$ cat src/cpw_pkg.sv
package cpw_pkg;
    // register byte addresses
    localparam logic [7:0] ADDR_CONTROL    = 8'h00;
    localparam logic [7:0] ADDR_STAGING    = 8'h04;
    localparam logic [7:0] ADDR_PERIOD     = 8'h08;
    localparam logic [7:0] ADDR_TIMEBASE   = 8'h0c;
    localparam logic [7:0] ADDR_SHADOW     = 8'h10;
    localparam logic [7:0] ADDR_TIMER_CTRL = 8'h14;
    // control register fields
    localparam int CTRL_LSB_HI   = 5;
    localparam int CTRL_LSB_LO   = 4;
    localparam int CTRL_MODE_HI  = 3;
    localparam int CTRL_MODE_LO  = 0;
    localparam logic [3:0] MODE_PWM = 4'hc;
    // timer control fields
    localparam int TCTL_PRE_HI   = 1;
    localparam int TCTL_PRE_LO   = 0;
    localparam int TCTL_ON_BIT   = 2;
    localparam int TCTL_POST_HI  = 6;
    localparam int TCTL_POST_LO  = 3;
    localparam logic [7:0] CTRL_RESET   = 8'h00;
    localparam logic [7:0] PERIOD_RESET = 8'hff;
    localparam logic [7:0] ZERO8        = 8'h00;
    localparam logic [9:0] ZERO10       = 10'h000;
    // oscillator periods per timebase increment
    localparam int OSC_PER_INC  = 4;
    localparam int SUB_BITS     = 2;
    localparam logic [31:0] UNMAPPED_DATA = 32'h0000_0000;
endpackage

$ cat src/cpw_pwm.sv
// Design decisions made here: the register addresses and the APB slave port.
`timescale 1ns/1ps
// Operation
// - pwm waveform on output pin, up to ten bit duty resolution
// - all-zero control write forces dedicated output latch low
// - period is (period+1) times 4 clocks times prescale
// - counter equal to period clears on next increment
// - output set at period match unless duty is zero
// - staging duty copied into shadow at period match
// - postscaler does not affect pwm frequency
// - duty is staging as high eight, control bits 5:4 low two
// - high time is duty times one clock times prescale
// - duty writes anytime, take effect only at next period match
// - shadow is read-only in pwm mode
module cpw_pwm #(
    parameter int PRESCALE_W = 4
) (
    input  wire logic        ref_clk,      // 25 MHz clock, one oscillator period
    input  wire logic        sys_rst,      // async reset, active high
    input  wire logic        psel,         // apb select
    input  wire logic        penable,      // apb enable
    input  wire logic        pwrite,       // apb direction
    input  wire logic [7:0]  paddr,        // apb byte address
    input  wire logic [31:0] pwdata,       // apb write data
    output logic      [31:0] prdata,       // apb read data
    output logic             pready,       // apb ready
    output logic             pslverr,      // apb error
    output logic             pwm_output_pin, // pwm waveform
    output logic             postscale_evt // slow update event pulse
);
    // refuse a prescale count too narrow for the divide by 64
    if (PRESCALE_W < 4) begin : g_width_check
        $error("prescale width too small");
    end

    logic [7:0] capture_compare_control_reg;
    logic [7:0] duty_staging_register_reg;
    logic [9:0] duty_latched_shadow_reg;
    logic [7:0] period_register_reg;
    logic [7:0] timebase_counter_reg;
    logic [7:0] timer_ctrl_reg;
    logic [PRESCALE_W+1:0] osc_count_reg;  // sub-count plus prescale count
    logic [3:0] post_count_reg;
    logic       pwm_pin_output_latch_reg;
    logic       wr_en;
    logic       mapped;
    logic       pwm_mode;
    logic       timer_on;
    logic [PRESCALE_W+1:0] inc_limit;
    logic       inc_tick;
    logic       match;
    logic       period_tick;
    logic [9:0] duty_staged;
    logic [9:0] fine_count;
    logic [1:0] sub_count;
    logic       fine_step;
    logic [9:0] fine_next;

    // apb decode; answers in the access cycle
    assign wr_en   = psel && penable && pwrite;
    assign pready  = 1'b1;
    assign mapped  = (paddr == cpw_pkg::ADDR_CONTROL) || (paddr == cpw_pkg::ADDR_STAGING)
                  || (paddr == cpw_pkg::ADDR_PERIOD) || (paddr == cpw_pkg::ADDR_TIMEBASE)
                  || (paddr == cpw_pkg::ADDR_SHADOW) || (paddr == cpw_pkg::ADDR_TIMER_CTRL);
    assign pslverr = psel && penable && !mapped;

    assign pwm_mode = capture_compare_control_reg[cpw_pkg::CTRL_MODE_HI:cpw_pkg::CTRL_MODE_LO]
                      == cpw_pkg::MODE_PWM;
    assign timer_on = timer_ctrl_reg[cpw_pkg::TCTL_ON_BIT];
    // prescale 1,4,16 (and 16 again for code 3) times 4 clocks per increment
    always_comb begin
        case (timer_ctrl_reg[cpw_pkg::TCTL_PRE_HI:cpw_pkg::TCTL_PRE_LO])
            2'h0:    inc_limit = (PRESCALE_W+2)'(cpw_pkg::OSC_PER_INC - 1);
            2'h1:    inc_limit = (PRESCALE_W+2)'(cpw_pkg::OSC_PER_INC * 4 - 1);
            default: inc_limit = (PRESCALE_W+2)'(cpw_pkg::OSC_PER_INC * 16 - 1);
        endcase
    end
    assign inc_tick    = timer_on && (osc_count_reg >= inc_limit);
    assign match       = timebase_counter_reg == period_register_reg;
    assign period_tick = inc_tick && match;
    // ten bit duty: staging high, control 5:4 low
    assign duty_staged = {duty_staging_register_reg,
                          capture_compare_control_reg[cpw_pkg::CTRL_LSB_HI:cpw_pkg::CTRL_LSB_LO]};
    // sub-count and the clock in which the ten bit count steps on;
    // the pin drops on the step into the duty count, so it is high
    // for exactly duty times prescale clocks, not one clock more
    always_comb begin
        case (timer_ctrl_reg[cpw_pkg::TCTL_PRE_HI:cpw_pkg::TCTL_PRE_LO])
            2'h0: begin
                sub_count = osc_count_reg[1:0];
                fine_step = timer_on;
            end
            2'h1: begin
                sub_count = osc_count_reg[3:2];
                fine_step = timer_on && (osc_count_reg[1:0] == 2'h3);
            end
            default: begin
                sub_count = osc_count_reg[5:4];
                fine_step = timer_on && (osc_count_reg[3:0] == 4'hf);
            end
        endcase
    end
    assign fine_count = {timebase_counter_reg, sub_count};
    assign fine_next  = fine_count + 10'h001;

    // register writes
    always_ff @(posedge ref_clk or posedge sys_rst) begin
        if (sys_rst) begin
            capture_compare_control_reg <= cpw_pkg::CTRL_RESET;
            duty_staging_register_reg   <= cpw_pkg::ZERO8;
            period_register_reg         <= cpw_pkg::PERIOD_RESET;
            timer_ctrl_reg              <= cpw_pkg::ZERO8;
        end else if (wr_en) begin
            case (paddr)
                cpw_pkg::ADDR_CONTROL:    capture_compare_control_reg <= pwdata[7:0];
                cpw_pkg::ADDR_STAGING:    duty_staging_register_reg   <= pwdata[7:0];
                cpw_pkg::ADDR_PERIOD:     period_register_reg         <= pwdata[7:0];
                cpw_pkg::ADDR_TIMER_CTRL: timer_ctrl_reg              <= pwdata[7:0];
                default: ;
            endcase
        end
    end

    // prescaler and sub-count; timebase counter write clears it
    always_ff @(posedge ref_clk or posedge sys_rst) begin
        if (sys_rst) begin
            osc_count_reg <= '0;
        end else if (!timer_on || inc_tick || (wr_en && paddr == cpw_pkg::ADDR_TIMEBASE)) begin
            osc_count_reg <= '0;
        end else begin
            osc_count_reg <= osc_count_reg + 1'b1;
        end
    end

    // timebase counter
    always_ff @(posedge ref_clk or posedge sys_rst) begin
        if (sys_rst) begin
            timebase_counter_reg <= cpw_pkg::ZERO8;
        end else if (wr_en && paddr == cpw_pkg::ADDR_TIMEBASE) begin
            timebase_counter_reg <= pwdata[7:0];
        end else if (period_tick) begin
            timebase_counter_reg <= cpw_pkg::ZERO8;
        end else if (inc_tick) begin
            timebase_counter_reg <= timebase_counter_reg + 8'h01;
        end
    end

    // shadow loads only at period match, never from the bus
    always_ff @(posedge ref_clk or posedge sys_rst) begin
        if (sys_rst) begin
            duty_latched_shadow_reg <= cpw_pkg::ZERO10;
        end else if (period_tick) begin
            duty_latched_shadow_reg <= duty_staged;
        end
    end

    // postscaler counts period matches, separate from pwm timing
    always_ff @(posedge ref_clk or posedge sys_rst) begin
        if (sys_rst) begin
            post_count_reg <= 4'h0;
            postscale_evt  <= 1'b0;
        end else begin
            postscale_evt <= 1'b0;
            if (period_tick) begin
                if (post_count_reg == timer_ctrl_reg[cpw_pkg::TCTL_POST_HI:cpw_pkg::TCTL_POST_LO]) begin
                    post_count_reg <= 4'h0;
                    postscale_evt  <= 1'b1;
                end else begin
                    post_count_reg <= post_count_reg + 4'h1;
                end
            end
        end
    end

    // dedicated output latch
    always_ff @(posedge ref_clk or posedge sys_rst) begin
        if (sys_rst) begin
            pwm_pin_output_latch_reg <= 1'b0;
        end else if (wr_en && paddr == cpw_pkg::ADDR_CONTROL && pwdata[7:0] == cpw_pkg::ZERO8) begin
            pwm_pin_output_latch_reg <= 1'b0;
        end else if (!pwm_mode) begin
            pwm_pin_output_latch_reg <= 1'b0;
        end else if (period_tick) begin
            pwm_pin_output_latch_reg <= (duty_staged != cpw_pkg::ZERO10);
        end else if (fine_step && fine_next == duty_latched_shadow_reg) begin
            pwm_pin_output_latch_reg <= 1'b0;
        end
    end
    assign pwm_output_pin = pwm_pin_output_latch_reg;

    // read mux
    always_ff @(posedge ref_clk or posedge sys_rst) begin
        if (sys_rst) begin
            prdata <= cpw_pkg::UNMAPPED_DATA;
        end else if (psel && !penable && !pwrite) begin
            case (paddr)
                cpw_pkg::ADDR_CONTROL:    prdata <= {24'h0, capture_compare_control_reg};
                cpw_pkg::ADDR_STAGING:    prdata <= {24'h0, duty_staging_register_reg};
                cpw_pkg::ADDR_PERIOD:     prdata <= {24'h0, period_register_reg};
                cpw_pkg::ADDR_TIMEBASE:   prdata <= {24'h0, timebase_counter_reg};
                cpw_pkg::ADDR_SHADOW:     prdata <= {22'h0, duty_latched_shadow_reg};
                cpw_pkg::ADDR_TIMER_CTRL: prdata <= {24'h0, timer_ctrl_reg};
                default:                  prdata <= cpw_pkg::UNMAPPED_DATA;
            endcase
        end
    end

    // counter clears to zero on a match increment
    property p_clear_after_match;
        @(posedge ref_clk) disable iff (sys_rst)
        period_tick && !(wr_en && paddr == cpw_pkg::ADDR_TIMEBASE) |=> timebase_counter_reg == 8'h00;
    endproperty
    a_clear_after_match: assert property (p_clear_after_match) else $error("no clear");

    property p_set_on_match;
        @(posedge ref_clk) disable iff (sys_rst)
        period_tick && pwm_mode && duty_staged != 10'h000 && !wr_en |=> pwm_output_pin;
    endproperty
    a_set_on_match: assert property (p_set_on_match) else $error("pin not set");

    property p_zero_duty;
        @(posedge ref_clk) disable iff (sys_rst)
        period_tick && duty_staged == 10'h000 |=> !pwm_output_pin;
    endproperty
    a_zero_duty: assert property (p_zero_duty) else $error("zero duty set pin");

    property p_shadow_load;
        @(posedge ref_clk) disable iff (sys_rst)
        period_tick |=> duty_latched_shadow_reg == $past(duty_staged);
    endproperty
    a_shadow_load: assert property (p_shadow_load) else $error("shadow not loaded");

    property p_shadow_hold;
        @(posedge ref_clk) disable iff (sys_rst)
        !period_tick |=> $stable(duty_latched_shadow_reg);
    endproperty
    a_shadow_hold: assert property (p_shadow_hold) else $error("shadow moved");

    property p_zero_write;
        @(posedge ref_clk) disable iff (sys_rst)
        wr_en && paddr == cpw_pkg::ADDR_CONTROL && pwdata[7:0] == 8'h00 |=> !pwm_output_pin;
    endproperty
    a_zero_write: assert property (p_zero_write) else $error("latch not cleared");

    property p_fall_on_duty;
        @(posedge ref_clk) disable iff (sys_rst)
        pwm_mode && !period_tick && !wr_en && fine_step && fine_next == duty_latched_shadow_reg
            |=> !pwm_output_pin;
    endproperty
    a_fall_on_duty: assert property (p_fall_on_duty) else $error("no fall");

    property p_inc_spacing;
        @(posedge ref_clk) disable iff (sys_rst)
        inc_tick && timer_ctrl_reg[1:0] == 2'h0 && !wr_en ##1 !wr_en[*3] |-> ##1 inc_tick;
    endproperty
    a_inc_spacing: assert property (p_inc_spacing) else $error("bad prescale");

    property p_post_event;
        @(posedge ref_clk) disable iff (sys_rst)
        postscale_evt |-> $past(period_tick);
    endproperty
    a_post_event: assert property (p_post_event) else $error("stray event");

    // pin stays low outside pwm mode
    property p_off_mode_low;
        @(posedge ref_clk) disable iff (sys_rst)
        !pwm_mode |=> !pwm_output_pin;
    endproperty
    a_off_mode_low: assert property (p_off_mode_low) else $error("pin high off mode");

    // shadow ignores bus writes
    property p_shadow_ro;
        @(posedge ref_clk) disable iff (sys_rst)
        wr_en && paddr == cpw_pkg::ADDR_SHADOW && !period_tick
            |=> $stable(duty_latched_shadow_reg);
    endproperty
    a_shadow_ro: assert property (p_shadow_ro) else $error("shadow written");

    // staging takes bus data at any time
    property p_staging_write;
        @(posedge ref_clk) disable iff (sys_rst)
        wr_en && paddr == cpw_pkg::ADDR_STAGING
            |=> duty_staging_register_reg == $past(pwdata[7:0]);
    endproperty
    a_staging_write: assert property (p_staging_write) else $error("staging lost");

    // period register takes bus data
    property p_period_write;
        @(posedge ref_clk) disable iff (sys_rst)
        wr_en && paddr == cpw_pkg::ADDR_PERIOD |=> period_register_reg == $past(pwdata[7:0]);
    endproperty
    a_period_write: assert property (p_period_write) else $error("period lost");

    // over-long duty never drops the pin inside a period
    property p_long_duty;
        @(posedge ref_clk) disable iff (sys_rst)
        pwm_mode && pwm_output_pin && !wr_en && !period_tick
            && timebase_counter_reg <= period_register_reg
            && duty_latched_shadow_reg > {period_register_reg, 2'h3} |=> pwm_output_pin;
    endproperty
    a_long_duty: assert property (p_long_duty) else $error("long duty fell");

    // pin rises only at a period match
    property p_rise_at_match;
        @(posedge ref_clk) disable iff (sys_rst)
        $rose(pwm_output_pin) |-> $past(period_tick);
    endproperty
    a_rise_at_match: assert property (p_rise_at_match) else $error("stray rise");
endmodule

$ cat config.mk
export PLATFORM = sky130hd
export DESIGN_NAME = cpw_pwm
export DESIGN_NICKNAME = d
export VERILOG_FILES = /design/src/cpw_pkg.sv /design/src/cpw_pwm.sv
export SDC_FILE = /design/constraint.sdc
export NUM_CORES = 1
export LEC_CHECK = 0
export BUFFER_PORTS_ARGS = -buffer_cell sky130_fd_sc_hd__buf_2
export CAP_MARGIN = 20
export CORE_MARGIN = 1
export CORE_UTILIZATION = 45
export DETAILED_ROUTE_END_ITERATION = 10
export PLACE_DENSITY_LB_ADDON = 0.2
export SETUP_SLACK_MARGIN = 0.3
export SLEW_MARGIN = 20
export SYNTH_ARGS = -nofsm -noshare
export SYNTH_HDL_FRONTEND = slang
export SYNTH_SLANG_ARGS = --single-unit
$ cat constraint.sdc
create_clock -name ref_clk -period 6.7 [get_ports ref_clk]
set_clock_uncertainty 0.2 [all_clocks]
set_input_delay 1.34 -clock ref_clk [delete_from_list [all_inputs] [get_ports ref_clk]]
set_output_delay 1.34 -clock ref_clk [all_outputs]
set_load 0.03 [all_outputs]
# Word level (Yosys, flattened, before mapping)
# Index checks and enable logic that the tools add are counted.
[totals]
register_bits = 94
memories = 0
out_inout_bits = 36
rom_bits = 0
latchBits = 0
mem_bits_rw = 0
input_bits = 45
[classes]
bitwise = 0
mux = 15
n_shift = 0
eq_ne = 13
n_reduce_logical = 33
addsub = 4
n_mul = 0
order_cmp = 1
n_div = 0
[ops]
columns = ["cell", "n"]
rows = [
  ["10-bit one-hot mux with 6 select lines", 1],
  ["8-bit 2-to-1 mux", 3],
  ["8-bit by 4-bit equality test with 1-bit output (second input constant)", 2],
  ["8-bit by 5-bit equality test with 1-bit output (second input constant)", 2],
  ["8-bit logical NOT", 2],
  ["1-bit logical AND", 13],
  ["6-bit one-hot mux with 2 select lines", 1],
  ["10-bit by 1-bit adder with 10-bit output (second input constant)", 1],
  ["10-bit equality test", 1],
  ["10-bit nonzero test", 1],
  ["8-bit by 1-bit adder with 8-bit output (second input constant)", 1],
  ["4-bit equality test (second input constant)", 2],
  ["8-bit by 3-bit equality test with 1-bit output (second input constant)", 1],
  ["8-bit equality test", 1],
  ["2-bit AND reduction", 4],
  ["1-bit logical OR", 7],
  ["6-bit by 1-bit adder with 6-bit output (second input constant)", 1],
  ["6-bit greater-or-equal comparator", 1],
  ["1-bit 2-to-1 mux", 6],
  ["6-bit 2-to-1 mux", 1],
  ["4-bit by 1-bit adder with 4-bit output (second input constant)", 1],
  ["4-bit equality test", 1],
  ["1-bit logical NOT", 4],
  ["4-bit 2-to-1 mux", 1],
  ["other kinds (7)", 7],
]

# Depth between registers and ports, before layout
# Gate-level depths: netlist (run 1).
[depth]
word_depth = 9
ltp_mapped = 10
mapped_depth_nobuf = 9

# Worst setup path after synthesis (run 1)
# Ideal clock, no wire load.
[synth_path]
path_kind = "input-to-output"
start = "input paddr[4]"
end = "output pslverr"
n_path_buf = 2
path_slack_ps = 2622
arrival_time_ps = 2538
path_stages = 4
required_time_ps = 5160
cell_sequence = "clkdlybuf4s15_1 buf_2 nand2_1 a21oi_1"
[synth_between]
elab_chain_cells = 8
elab_cells_between_ends = 13
[synth_rtl]
columns = ["item", "line", "source"]
rows = [
  ["start, declared", "cpw_pwm.sv:23", "input wire logic [7:0] paddr,"],
  ["8-bit by 3-bit equality test with 1-bit output / 8-bit logical NOT (equally long branches)", "cpw_pwm.sv:62", "assign mapped = (paddr == cpw_pkg::ADDR_CONTROL) || (paddr == cpw_pkg::ADDR_STAGING)"],
  ["1-bit logical OR", "cpw_pwm.sv:62", ""],
  ["1-bit logical OR (2 in a row)", "cpw_pwm.sv:63", "|| (paddr == cpw_pkg::ADDR_PERIOD) || (paddr == cpw_pkg::ADDR_TIMEBASE)"],
  ["1-bit logical OR", "cpw_pwm.sv:64", "|| (paddr == cpw_pkg::ADDR_SHADOW) || (paddr == cpw_pkg::ADDR_TIMER_CTRL);"],
  ["1-bit logical OR (*)", "cpw_pwm.sv:64", ""],
  ["1-bit logical NOT (*)", "cpw_pwm.sv:65", "assign pslverr = psel && penable && !mapped;"],
  ["1-bit logical AND (*)", "cpw_pwm.sv:65", ""],
  ["end, declared", "cpw_pwm.sv:27", "output logic pslverr,"],
]
# Mark *: on every way between the ends. The rest lies on a longest branch, timed or not.

# Worst setup path after layout (run 1)
[layout_path]
start = "input paddr[7]"
end = "output pslverr"
# Same word-level chain as after synthesis.

==> metrics.md, run 1 <==
| Metric | Value |
|---|---|
| FF-to-FF setup slack | `about 3500 ps` |
| Hold Path Class | `reg2reg` |
| Critical R2R Launch | `timer_ctrl_reg[0]$_DFFE_PP0P_` |
| Relative slew slack | `about a third` |
| Post-CTS Resized | `0` |
| # H-tree levels | `3` |
| Leading area contributor after synthesis | `dfrtp_1` |
| Die Area | `around 0.0097 mm²` |
| First-pass iteration count of the detailed router | `6` |
| IO Port Bufs | `33` |
| Met3 WL | `approximately 360 µm` |
| Die Ht | `slightly below 100 µm` |
| Max-slew violation count | `0` |
| Final Setup Violations | `0` |
| Initial Util | `roughly 47%` |
| Final hold vios | `0` |
| Synthesized cell area | `~0.0042 mm²` |
| Metal-1 WL | `approximately 4.4 mm` |
| Total design power | `around 940 µW` |
| Die Width | `around 98 µm` |
| Count leader, synth | `dfrtp_1` |
| RSZ-0062 raised after global routing | `no` |
| CTS Hold Buffers Added | `0` |
| Pwr dens | `~210 mW/mm²` |
| Worst Setup SP | `paddr[7]` |
| Leak | `0.00208 µW` |
| Startpoint types | `input port` |
| Setup crit end kind | `output pin` |
| Worst-Skew Late Latency | `about 350 ps` |
| Via-per-instance ratio | `between 5 and 6` |
| Fmax | `~250 MHz` |
| Boundary Pins | `81` |
| First-pass GRT wire length | `around 16 mm` |
| Synth top area cells | `dfrtp_1 (38%), mux2_2 (8.6%), dfstp_2 (5.0%)` |
| Routed wl met2 | `approximately 4.3 mm` |
| Clk sinks | `between 70 and 80` |
| Dpl cell area | `~0.0043 mm²` |
| WS Path Type | `in2out` |
| Final period util | `between 50% and 60%` |
| Vias in the first global route | `between 2000 and 3000` |
| WL final | `9.16 mm` |
| Layout Nets | `490` |
| Fin area | `0.00454 mm²` |
| Detailed Place HPWL | `~6.6 mm` |
| Most used cell, CP | `buf_2` |
| Sequential fraction of the synthesis area | `between 40% and 50%` |
| Crit path to | `pslverr` |
| Flops & latches, synth | `slightly above 70` |
| GRT Overall Usage | `about a fifth` |
| Maximum VDD drop | `between 0.08 and 0.09 mV` |
| Via Count | `roughly 3100` |
| Fillers | `between 800 and 900` |
| R2R depth | `9` |
| Syn avg cell area | `10.1 µm²` |
| Routed Antenna Nets | `0` |
| Num CTS Buffers | `9` |
| Ys flop type | `dfrtp_1` |
| Grt total ovfl | `0` |
| Measured slew at the worst slew-check pin | `roughly 1000 ps` |
| Synth cell count leaders | `dfrtp_1 (64), nand2_1 (54), nor2_1 (41), mux2_2 (32), buf_4 (25)` |
| Core Rows | `34` |
| Share of flip-flops with an asynchronous set or reset | `100%` |
| Worst EP required | `5160 ps` |
| Initial antenna violation count | `0` |
| # DRC | `0` |
| Routed len/inst | `~17 µm` |
| Fin util | `about half` |
| Hold Slack | `roughly 300 ps` |
| Worst-path maximum fanout | `3` |
| Core Area | `slightly below 0.009 mm²` |
| RePlAce Congestion | `a little over 0.8` |
| Yosys top cell area share | `a little under two fifths` |
| N_diodes | `0` |
| Top Metal Used | `met4` |
| Area growth from synthesis to layout | `8.40%` |
| Setup bufs post-CTS | `0` |
| Number of synthesized flops with an enable pin | `0` |
| Layout cell share with drive strength beyond 1 | `~25%` |
| CTS Buffer Depth | `2` |
| Slowest-stage cell, CP | `or4_4` |
| Fin Setup TNS | `0 ps` |
| CTS Root Cell | `clkbuf_8` |
| Total number of yosys warnings | `0` |
| Fin crit period | `between 3000 and 4000 ps` |
| Maximum capacitance violations | `0` |
| Synth unique cells | `52` |
| CTS tree | `built` |
| Reg-to-Reg End | `pwm_output_pin$_DFFE_PP0P_` |
| Post-synthesis cell count | `413` |
| Outcome | `finished clean` |
| Largest net degree at the start of global routing | `73` |
| Worst path arrival time | `approximately 2400 ps` |
| Initial DRC count | `approximately 200` |
| CP max stage delay | `570 ps` |
| Worst-path clk slew | `around 80 ps` |
| Worst-path cell chain | `buf_2 > or4_4 > nor2_1 > a21oi_1 > buf_2` |
## area by class of cell
cell class | count | area (µm²) | share of cell area, %
flip-flops and latches | 72 | 1810 | 39.9
clock inverters | 6 | 91.3 | 2.01
multi-input cells | 312 | 2150 | 47.5
well taps | 108 | 135 | 2.98
clock buffers | 10 | 138 | 3.03
repair buffers | 35 | 180 | 3.97
inverters | 7 | 26.3 | 0.579
## placed cells by master, fill, tap and decap left out, types with 10 or more instances in the layout
| cell type | netlist | final |
|---|---|---|
| nor2_1 | 41 | 41 |
| xnor2_1 | 22 | 22 |
| dfrtp_1 | 64 | 64 |
| a31oi_1 | 16 | 16 |
| conb_1 | 2 | 23 |
| o21ai_0 | 15 | 15 |
| mux2_2 | 32 | 32 |
| nand2_1 | 54 | 54 |
| buf_2 | 4 | 33 |
| clkbuf_8 | 0 | 10 |
| nand3_1 | 12 | 12 |
## metrics by stage
step           setup slack, ps  instances
2_1_floorplan             2620        434
3_3_place_gp              2790        534
3_5_place_dp              2770        534
4_1_cts                   2770        550
5_1_grt                   2710        550
6_report                  2760        550
## routing by layer
metal	vias to the layer above	track usage (%)
li1	1461	-
met1	1490	28.7
met5	-	0
met2	91	32.9
met3	9	4.40
met4	0	5.97
## worst min path at each step
stage          depth (start not counted)  slack, ps                    endpoint                  startpoint
2_1_floorplan                          1        250  osc_count_reg[0]$_DFF_PP0_  osc_count_reg[0]$_DFF_PP0_
3_3_place_gp                           1        280  osc_count_reg[0]$_DFF_PP0_  osc_count_reg[0]$_DFF_PP0_
3_5_place_dp                           1        290  osc_count_reg[0]$_DFF_PP0_  osc_count_reg[0]$_DFF_PP0_
4_1_cts                                1        300  osc_count_reg[0]$_DFF_PP0_  osc_count_reg[0]$_DFF_PP0_
5_1_grt                                1        340  osc_count_reg[0]$_DFF_PP0_  osc_count_reg[0]$_DFF_PP0_
6_report                               1        300  osc_count_reg[0]$_DFF_PP0_  osc_count_reg[0]$_DFF_PP0_
## worst max-delay path, delay by kind of cell
| kind | cells | cell delay (ps) |
|---|---|---|
| buf+inv | 2 | 270 |
| simple gates | 2 | 710 |
| compound gates | 1 | 80 |
## power by group
group / internal (µW) / switching [µW]
combinational: 27.0 / 70.2
clock: 222 / 171
sequential: 446 / 8.53
total: 695 / 249
## cells by family (layout without fill, tap and decap cells)
family / Yosys count / in the layout / share of synthesized area [%]
AOI/OAI and AO/OA: 55 / 55 / 8.16
xor gates and xnor gates: 30 / 30 / 6.28
adders and majority gates: 8 / 8 / 2.39
buffers and inverters: 50 / 58 / 7.35
DFF: 72 / 72 / 43.3
muxes: 43 / 43 / 13.6
other: 2 / 23 / 0.179
and+or+nand+nor: 153 / 153 / 18.7
Power figures use the tool's default switching activity.
==> run 2, diff against run 1 <==
ABC_AREA = 1   (was unset)
clock period = 4 ns   (was 6.7 ns; I/O delays follow)
==> run 2 against run 1 <==
First-iteration DRC count grew 17%; routed wire length grew 20%; sequential share of layout area shrank 2.1 points; die area grew 4.3%; non-clock buffer count grew 1; cell count grew 32%; critical path type unchanged; worst hold slack lost 9.8 ps; highest routed layer unchanged.
==> metrics.md, run 2 <==
| Metric | Value |
|---|---|
| Outcome | `finished clean` |
| Die Ht | `101 µm (+2.1%)` |
| WS Path Type | `in2out` |
| Worst EP required | `3000 ps (-2160 ps)` |
| Post-synthesis cell count | `559 (+35%)` |
| Die Width | `101 µm (+2.1%)` |
| Measured slew at the worst slew-check pin | `937 ps (-63.3 ps)` |
| Fin Setup TNS | `0 ps (unchanged)` |
| Leak | `0.00233 µW (+12%)` |
| Max-slew violation count | `0 (unchanged)` |
| N_diodes | `0 (unchanged)` |
| Layout cell share with drive strength beyond 1 | `15.9% (-9.4 points)` |
| RePlAce Congestion | `0.867 (+4.7%)` |
| Worst-path clk slew | `80 ps (about the same)` |
| First-pass GRT wire length | `17.8 mm (+15%)` |
| Num CTS Buffers | `9 (unchanged)` |
| Number of synthesized flops with an enable pin | `0 (unchanged)` |
| Final period util | `between 70 and 80%` |
| Syn avg cell area | `7.82 µm² (-23%)` |
| Slowest-stage cell, CP | `nor4_1` |
| Final hold vios | `0 (unchanged)` |
| Fin crit period | `slightly above 3000 ps` |
| Initial Util | `46.9% (-0.44 points)` |
| RSZ-0062 raised after global routing | `no` |
| Yosys top cell area share | `36.6% (-1.6 points)` |
| Layout Nets | `645 (+32%)` |
| Synth top area cells | `dfrtp_1 (37%), nand2_1 (12%), inv_1 (5.7%)` |
| CTS Root Cell | `clkbuf_8` |
| Final cell count without fillers | `726 (+32%)` |
| Routed len/inst | `15.2 µm (-8.8%)` |
| Top Family by Delay on Critical Path | `simple AND/OR/NAND/NOR gates` |
| Ys flop type | `dfrtp_1` |
| Synth cell count leaders | `nand2_1 (136), inv_1 (66), dfrtp_1 (64), o21ai_0 (47), nor2_1 (35)` |
| Synth unique cells | `43 (-17%)` |
| Largest net degree at the start of global routing | `73 (unchanged)` |
| Worst Path Buf+Inv | `4 (+2)` |
| Via Count | `3716 (+22%)` |
| Detailed Place HPWL | `8.28 mm (+25%)` |
| CP max stage delay | `320 ps (-250 ps)` |
| Leading area contributor after synthesis | `dfrtp_1` |
| Initial DRC count | `230 (+17%)` |
| Worst-Skew Late Latency | `340 ps (about the same)` |
| Sequential fraction of the synthesis area | `41.5% (-1.8 points)` |
| CTS tree | `built` |
| Fillers | `934 (+14%)` |
| Worst-path cell chain | `buf_2 > nor2_1 > nand2_1 > inv_1 > nand2_1 > inv_2 > nor4_1 > buf_2` |
| Post-CTS Resized | `0 (unchanged)` |
| Dpl cells | `710 (+33%)` |
| Worst-path maximum fanout | `7 (+4)` |
| Sequential Area | `0.00181 mm² (unchanged)` |
| Setup crit end kind | `output pin` |
| First-pass iteration count of the detailed router | `4 (-2)` |
| Most frequent cells in the layout | `nand2_1 (136), inv_1 (65), dfrtp_1 (64)` |
| FF-to-FF setup slack | `1140 ps (-2340 ps)` |
| Fmax | `322 MHz` |
| # DRC | `0 (unchanged)` |
| # H-tree levels | `3 (unchanged)` |
| Maximum capacitance violations | `0 (unchanged)` |
| Via-per-instance ratio | `5.12 (-7.7%)` |
| Commonest non-fill, non-tap cell in the layout | `nand2_1` |
| Initial antenna violation count | `0 (unchanged)` |
| GRT Overall Usage | `23.5% (+2.8 points)` |
| WL final | `11.0 mm (+20%)` |
| Synthesized cell area | `0.00437 mm² (+4.4%)` |
| Area of the multi-input gates | `0.00211 mm² (-2.1%)` |
| Startpoint types | `input port` |
| Core Rows | `35 (+2.9%)` |
| Flops & latches, synth | `72 (unchanged)` |
| Total number of yosys warnings | `0 (unchanged)` |
| Routed Antenna Nets | `0 (unchanged)` |
| Vias in the first global route | `3478 (+17%)` |
| Boundary Pins | `81 (unchanged)` |
| Core Area | `0.00933 mm² (+5.4%)` |
| Count leader, synth | `nand2_1` |
| Grt total ovfl | `0 (unchanged)` |
| IO Port Bufs | `33 (unchanged)` |
| Relative slew slack | `37.5% (+4.6 points)` |
| Setup bufs post-CTS | `0 (unchanged)` |
| CTS Buffer Depth | `2 (unchanged)` |
| Share of flip-flops with an asynchronous set or reset | `100% (unchanged)` |
| Pwr dens | `340 mW/mm² (+63%)` |
| Clk sinks | `72 (unchanged)` |
| CTS Hold Buffers Added | `0 (unchanged)` |
| Die Area | `0.0101 mm² (+4.3%)` |
| Maximum VDD drop | `0.188 mV (+120%)` |
| Hold Path Class | `reg2reg` |
| Worst path arrival time | `2110 ps (-290 ps)` |
| Final Setup Violations | `0 (unchanged)` |
| Area growth from synthesis to layout | `9.68%` |
==> run 2: cell type report <==
| type | instances | area share (%) |
|---|---|---|
| clock buffers | 11 | 3.16 |
| repair buffers | 36 | 3.92 |
| clock inverters | 5 | 2.14 |
| well taps | 129 | 3.37 |
| inverters | 72 | 5.64 |
| multi-input cells | 401 | 44.0 |
| flip-flops and latches | 72 | 37.8 |
==> run 2: kinds of logic after synthesis <==
logic type	count (synthesis)	share of synthesized area [%]
adders and majority gates	8	2.29
AOI/OAI and AO/OA	104	13.9
buffers and inverters	107	12.1
DFF	72	41.5
other	2	0.172
and+or+nand+nor	248	26.5
xor gates and xnor gates	18	3.61
==> run 2: path summary, 6_finish.rpt <==
kind                                                from  depth (start not counted)                                         end
setup / recovery                                paddr[5]                          8                                     pslverr
hold / removal                     prdata[8]$_DFFE_PP0P_                          2                       prdata[8]$_DFFE_PP0P_
setup reg to reg           timer_ctrl_reg[0]$_DFFE_PP0P_                         13                  pwm_output_pin$_DFFE_PP0P_
hold reg to reg                    prdata[8]$_DFFE_PP0P_                          2                       prdata[8]$_DFFE_PP0P_
max in group asynchronous                        sys_rst                          3  capture_compare_control_reg[4]$_DFFE_PP0P_
min in group asynchronous                        sys_rst                          3                       prdata[8]$_DFFE_PP0P_
==> run 2: report_power, final <==
part           internal (µW)  switching, µW  leakage (µW)
Clock                    447            280      0.000126
Sequential               743           13.7      0.000960
Combinational           36.9            110       0.00124
Total                   1230            403       0.00233
==> run 2: layer usage <==
layer	global-route usage, %	vias up	routed length [µm]
met5	0	-	0
met3	2.98	12	384
li1	-	1856	-
met1	33.5	1770	5300
met4	7.69	0	166
met2	37.1	78	5170
==> run 2: stage by stage <==
step | utilization, % | hold WS [ps] | power [µW] | setup slack [ps] | instance area (µm²)
6_report | 51.4 | 290 | 1630 | 890 | 4790
5_1_grt | 51.4 | 314 | 1690 | 787 | 4790
4_1_cts | 51.4 | 294 | 1640 | 875 | 4790
3_5_place_dp | 48.7 | 276 | 918 | 878 | 4540
3_3_place_gp | 48.7 | 266 | 916 | 918 | 4540
2_1_floorplan | - | 253 | 890 | 649 | 4450
==> run 2: worst min-delay path: stages (launching register included) <==
cell	delay (ps)
dfrtp_1	350
nand2_1	50
o31ai_1	50
==> run 3, diff against run 2 <==
clock period = 2.55 ns   (was 4 ns; I/O delays follow)
==> run 3 against run 2 <==
Routed wire length increased by 8.7%; design area grew 8.5%; critical path type is now reg2reg; core utilization is 4.3 points higher; critical endpoint is now pwm_output_pin$_DFFE_PP0P_; non-clock buffer count increased by 25; critical path depth grew 6; sequential power increased by 57%; sequential cell count is the same; register-to-register slack got worse by 930 ps; largest power group unchanged; global-route usage grew 1.1 points; die area unchanged; worst hold slack worse by 230 ps.
==> metrics.md, run 3 (synthesis gave the netlist of run 2 again) <==
| Metric | Value |
|---|---|
| Outcome | `finished clean` |
| Vias in the first global route | `3646 (+4.8%)` |
| Comb pwr share | `10.1% (+1.1 points)` |
| IO Port Bufs | `33 (unchanged)` |
| Slowest-stage cell, CP | `dfrtp_2` |
| Worst EP required | `2580 ps (-420 ps)` |
| CTS tree | `built` |
| Measured slew at the worst slew-check pin | `528 ps (-410 ps)` |
| Worst-path clk slew | `80 ps (about the same)` |
| Layout Nets | `671 (+4.0%)` |
| Via-per-instance ratio | `5.21 (+1.9%)` |
| Pwr dens | `477 mW/mm² (+40%)` |
| Initial Util | `46.9% (unchanged)` |
| Worst-path maximum fanout | `5 (-2)` |
| RSZ-0062 raised after global routing | `yes` |
| Via Count | `3921 (+5.5%)` |
| Layout cell share with drive strength beyond 1 | `23.0% (+7.0 points)` |
| Num CTS Buffers | `9 (unchanged)` |
| Power share of the clock group | `42.0% (-2.6 points)` |
| Sw power | `644 µW (+60%)` |
| Relative slew slack | `64.5% (+27 points)` |
| Most used cell, CP | `nand3_1` |
| Die Width | `101 µm (unchanged)` |
| CTS Hold Buffers Added | `0 (unchanged)` |
| Worst Setup SP | `timer_ctrl_reg[1]$_DFFE_PP0P_` |
| GRT Overall Usage | `24.6% (+1.1 points)` |
| RePlAce Congestion | `0.909 (+4.9%)` |
| Max-slew violation count | `0 (unchanged)` |
| Final hold vios | `0 (unchanged)` |
| Worst-Skew Late Latency | `350 ps (about the same)` |
| Most frequent cells in the layout | `nand2_1 (132), inv_1 (64), dfrtp_1 (62)` |
| Core Rows | `35 (unchanged)` |
| Clk sinks | `72 (unchanged)` |
| Startpoint types | `register` |
| WL final | `12.0 mm (+8.7%)` |
| Die Ht | `101 µm (unchanged)` |
| Critical R2R Launch | `timer_ctrl_reg[1]$_DFFE_PP0P_` |
| CP max stage delay | `470 ps (+150 ps)` |
| Area of the multi-input gates | `0.00222 mm² (+5.4%)` |
| Int Power | `1840 µW (+50%)` |
| Setup crit end kind | `register` |
| First-pass GRT wire length | `18.7 mm (+5.2%)` |
| Maximum VDD drop | `0.270 mV (+44%)` |
| Initial DRC count | `353 (+53%)` |
| First-pass iteration count of the detailed router | `5 (+1)` |
| Maximum capacitance violations | `0 (unchanged)` |
| Fin area | `0.00520 mm² (+8.5%)` |
| Hold Path Class | `in2async` |
| Routed len/inst | `15.9 µm (+5.0%)` |
| Final Setup Violations | `0 (unchanged)` |
| Worst-path cell chain | `nor2_4 > nand2_2 > inv_2 > nor2_4 > ha_4 > or2_2 > nand3b_1 > nand3_1 > nor2_1 > nand3_1 > nor2_1 > nand3_1 > nand2_1 > a21oi_1` |
| Fmax | `between 400 and 500 MHz` |
| CTS Buffer Depth | `2 (unchanged)` |
| Fin crit period | `between 2000 and 2500 ps` |
| Seq pwr share | `47.8% (+1.4 points)` |
| Die Area | `0.0101 mm² (unchanged)` |
| Commonest non-fill, non-tap cell in the layout | `nand2_1` |
| # DRC | `0 (unchanged)` |
| Dpl cells | `720 (+1.4%)` |
| Detailed Place HPWL | `8.65 mm (+4.4%)` |
| Leak | `0.00250 µW (+7.5%)` |
| Initial antenna violation count | `0 (unchanged)` |
| Final cell count without fillers | `752 (+3.6%)` |
| # H-tree levels | `3 (unchanged)` |
| Boundary Pins | `81 (unchanged)` |
| N_diodes | `0 (unchanged)` |
| Sw frac | `26.0% (+1.2 points)` |
| Largest net degree at the start of global routing | `73 (unchanged)` |
| Area growth from synthesis to layout | `19.0%` |
| Routed Antenna Nets | `0 (unchanged)` |
| Worst path arrival time | `2380 ps (+270 ps)` |
| Sequential Area | `0.00181 mm² (+0.14%)` |
| Fillers | `911 (-2.5%)` |
| WS Path Type | `reg2reg` |
| Fin Setup TNS | `0 ps (unchanged)` |
| Core Area | `0.00933 mm² (unchanged)` |
| Final period util | `about nine tenths` |
| Grt total ovfl | `0 (unchanged)` |
| Dpl cell area | `0.00464 mm² (+2.2%)` |
| CTS Root Cell | `clkbuf_8` |
run 3: cell types whose count changed in the layout (fill, tap and decap cells not counted), moves of 3 or more:
cell | before | now
buf_12 | 0 | 4
buf_4 | 3 | 22
inv_2 | 7 | 3
inv_4 | 0 | 3
nand2_1 | 136 | 132
nand2_2 | 4 | 7
nor2_1 | 35 | 29
nor2_4 | 2 | 6
o21ai_0 | 47 | 43
o21ai_1 | 11 | 14
run 3: worst paths after layout:
kind                                                            end  slack [ps]  cells after the start
min reg2reg                                   prdata[1]$_DFFE_PP0P_         290                      2
max                                      pwm_output_pin$_DFFE_PP0P_         210                     14
min                        duty_staging_register_reg[2]$_DFFE_PP0P_          60                      3
max in group asynchronous        period_register_reg[7]$_DFFE_PP1P_        1750                      3
min in group ref_clk            timebase_counter_reg[3]$_DFFE_PP0P_         240                      3
max reg2reg                              pwm_output_pin$_DFFE_PP0P_         210                     14
run 3: timing repair:
item | 4_1_cts | 5_1_grt
gates cloned | 0 | 3
pin swaps | 4 | 10
resized for setup | 11 | 38
endpoints found under the setup margin | 24 | 23
setup buffers | 5 | 8
run 3: power by group through the flow:
| stage | registers, µW | logic, µW | clock network (µW) |
|---|---|---|---|
| 6_report | 1190 | 251 | 1040 |
| 5_1_grt | 1190 | 274 | 1100 |
| 4_1_cts | 1190 | 244 | 1050 |
| 3_5_place_dp | 1210 | 238 | 0 |
| 3_3_place_gp | 1210 | 235 | 0 |
| 2_1_floorplan | 1230 | 170 | 0 |
run 3: per-stage QoR:
stage	hold WS (ps)	worst slack [ps]	util, %	total power [µW]
6_report	59.2	209	55.7	2480
5_1_grt	83.0	80.6	55.7	2560
4_1_cts	78.0	237	53.0	2480
3_5_place_dp	265	94.7	49.7	1450
3_3_place_gp	265	147	49.7	1440
2_1_floorplan	253	115	-	1400
run 3: critical path, delay by kind of cell, from the launching register on:
| kind | cells | cell delay (ps) |
|---|---|---|
| AOI/OAI and AO/OA | 1 | 70 |
| adders and majority gates | 1 | 160 |
| buffers and inverters | 1 | 70 |
| DFF | 1 | 470 |
| and+or+nand+nor | 11 | 1250 |
run 3: layer usage:
layer / track usage [%] / wire (µm) / vias up
li1: - / - / 1902
met1: 34.1 / 5170 / 1853
met2: 39.6 / 5860 / 149
met3: 3.47 / 757 / 17
met4: 8.70 / 195 / 0
met5: 0 / 0 / -
run 3: layout make-up:
class                      instances  share of cell area (%)
tap                              129                    3.10
timing repair inverter             1                   0.168
clock inverter                     5                    1.52
timing repair buffer              61                    9.10
inverter                          72                    5.56
multi-input combinational        401                    42.7
sequential                        72                    34.9
clock buffer                      11                    2.91
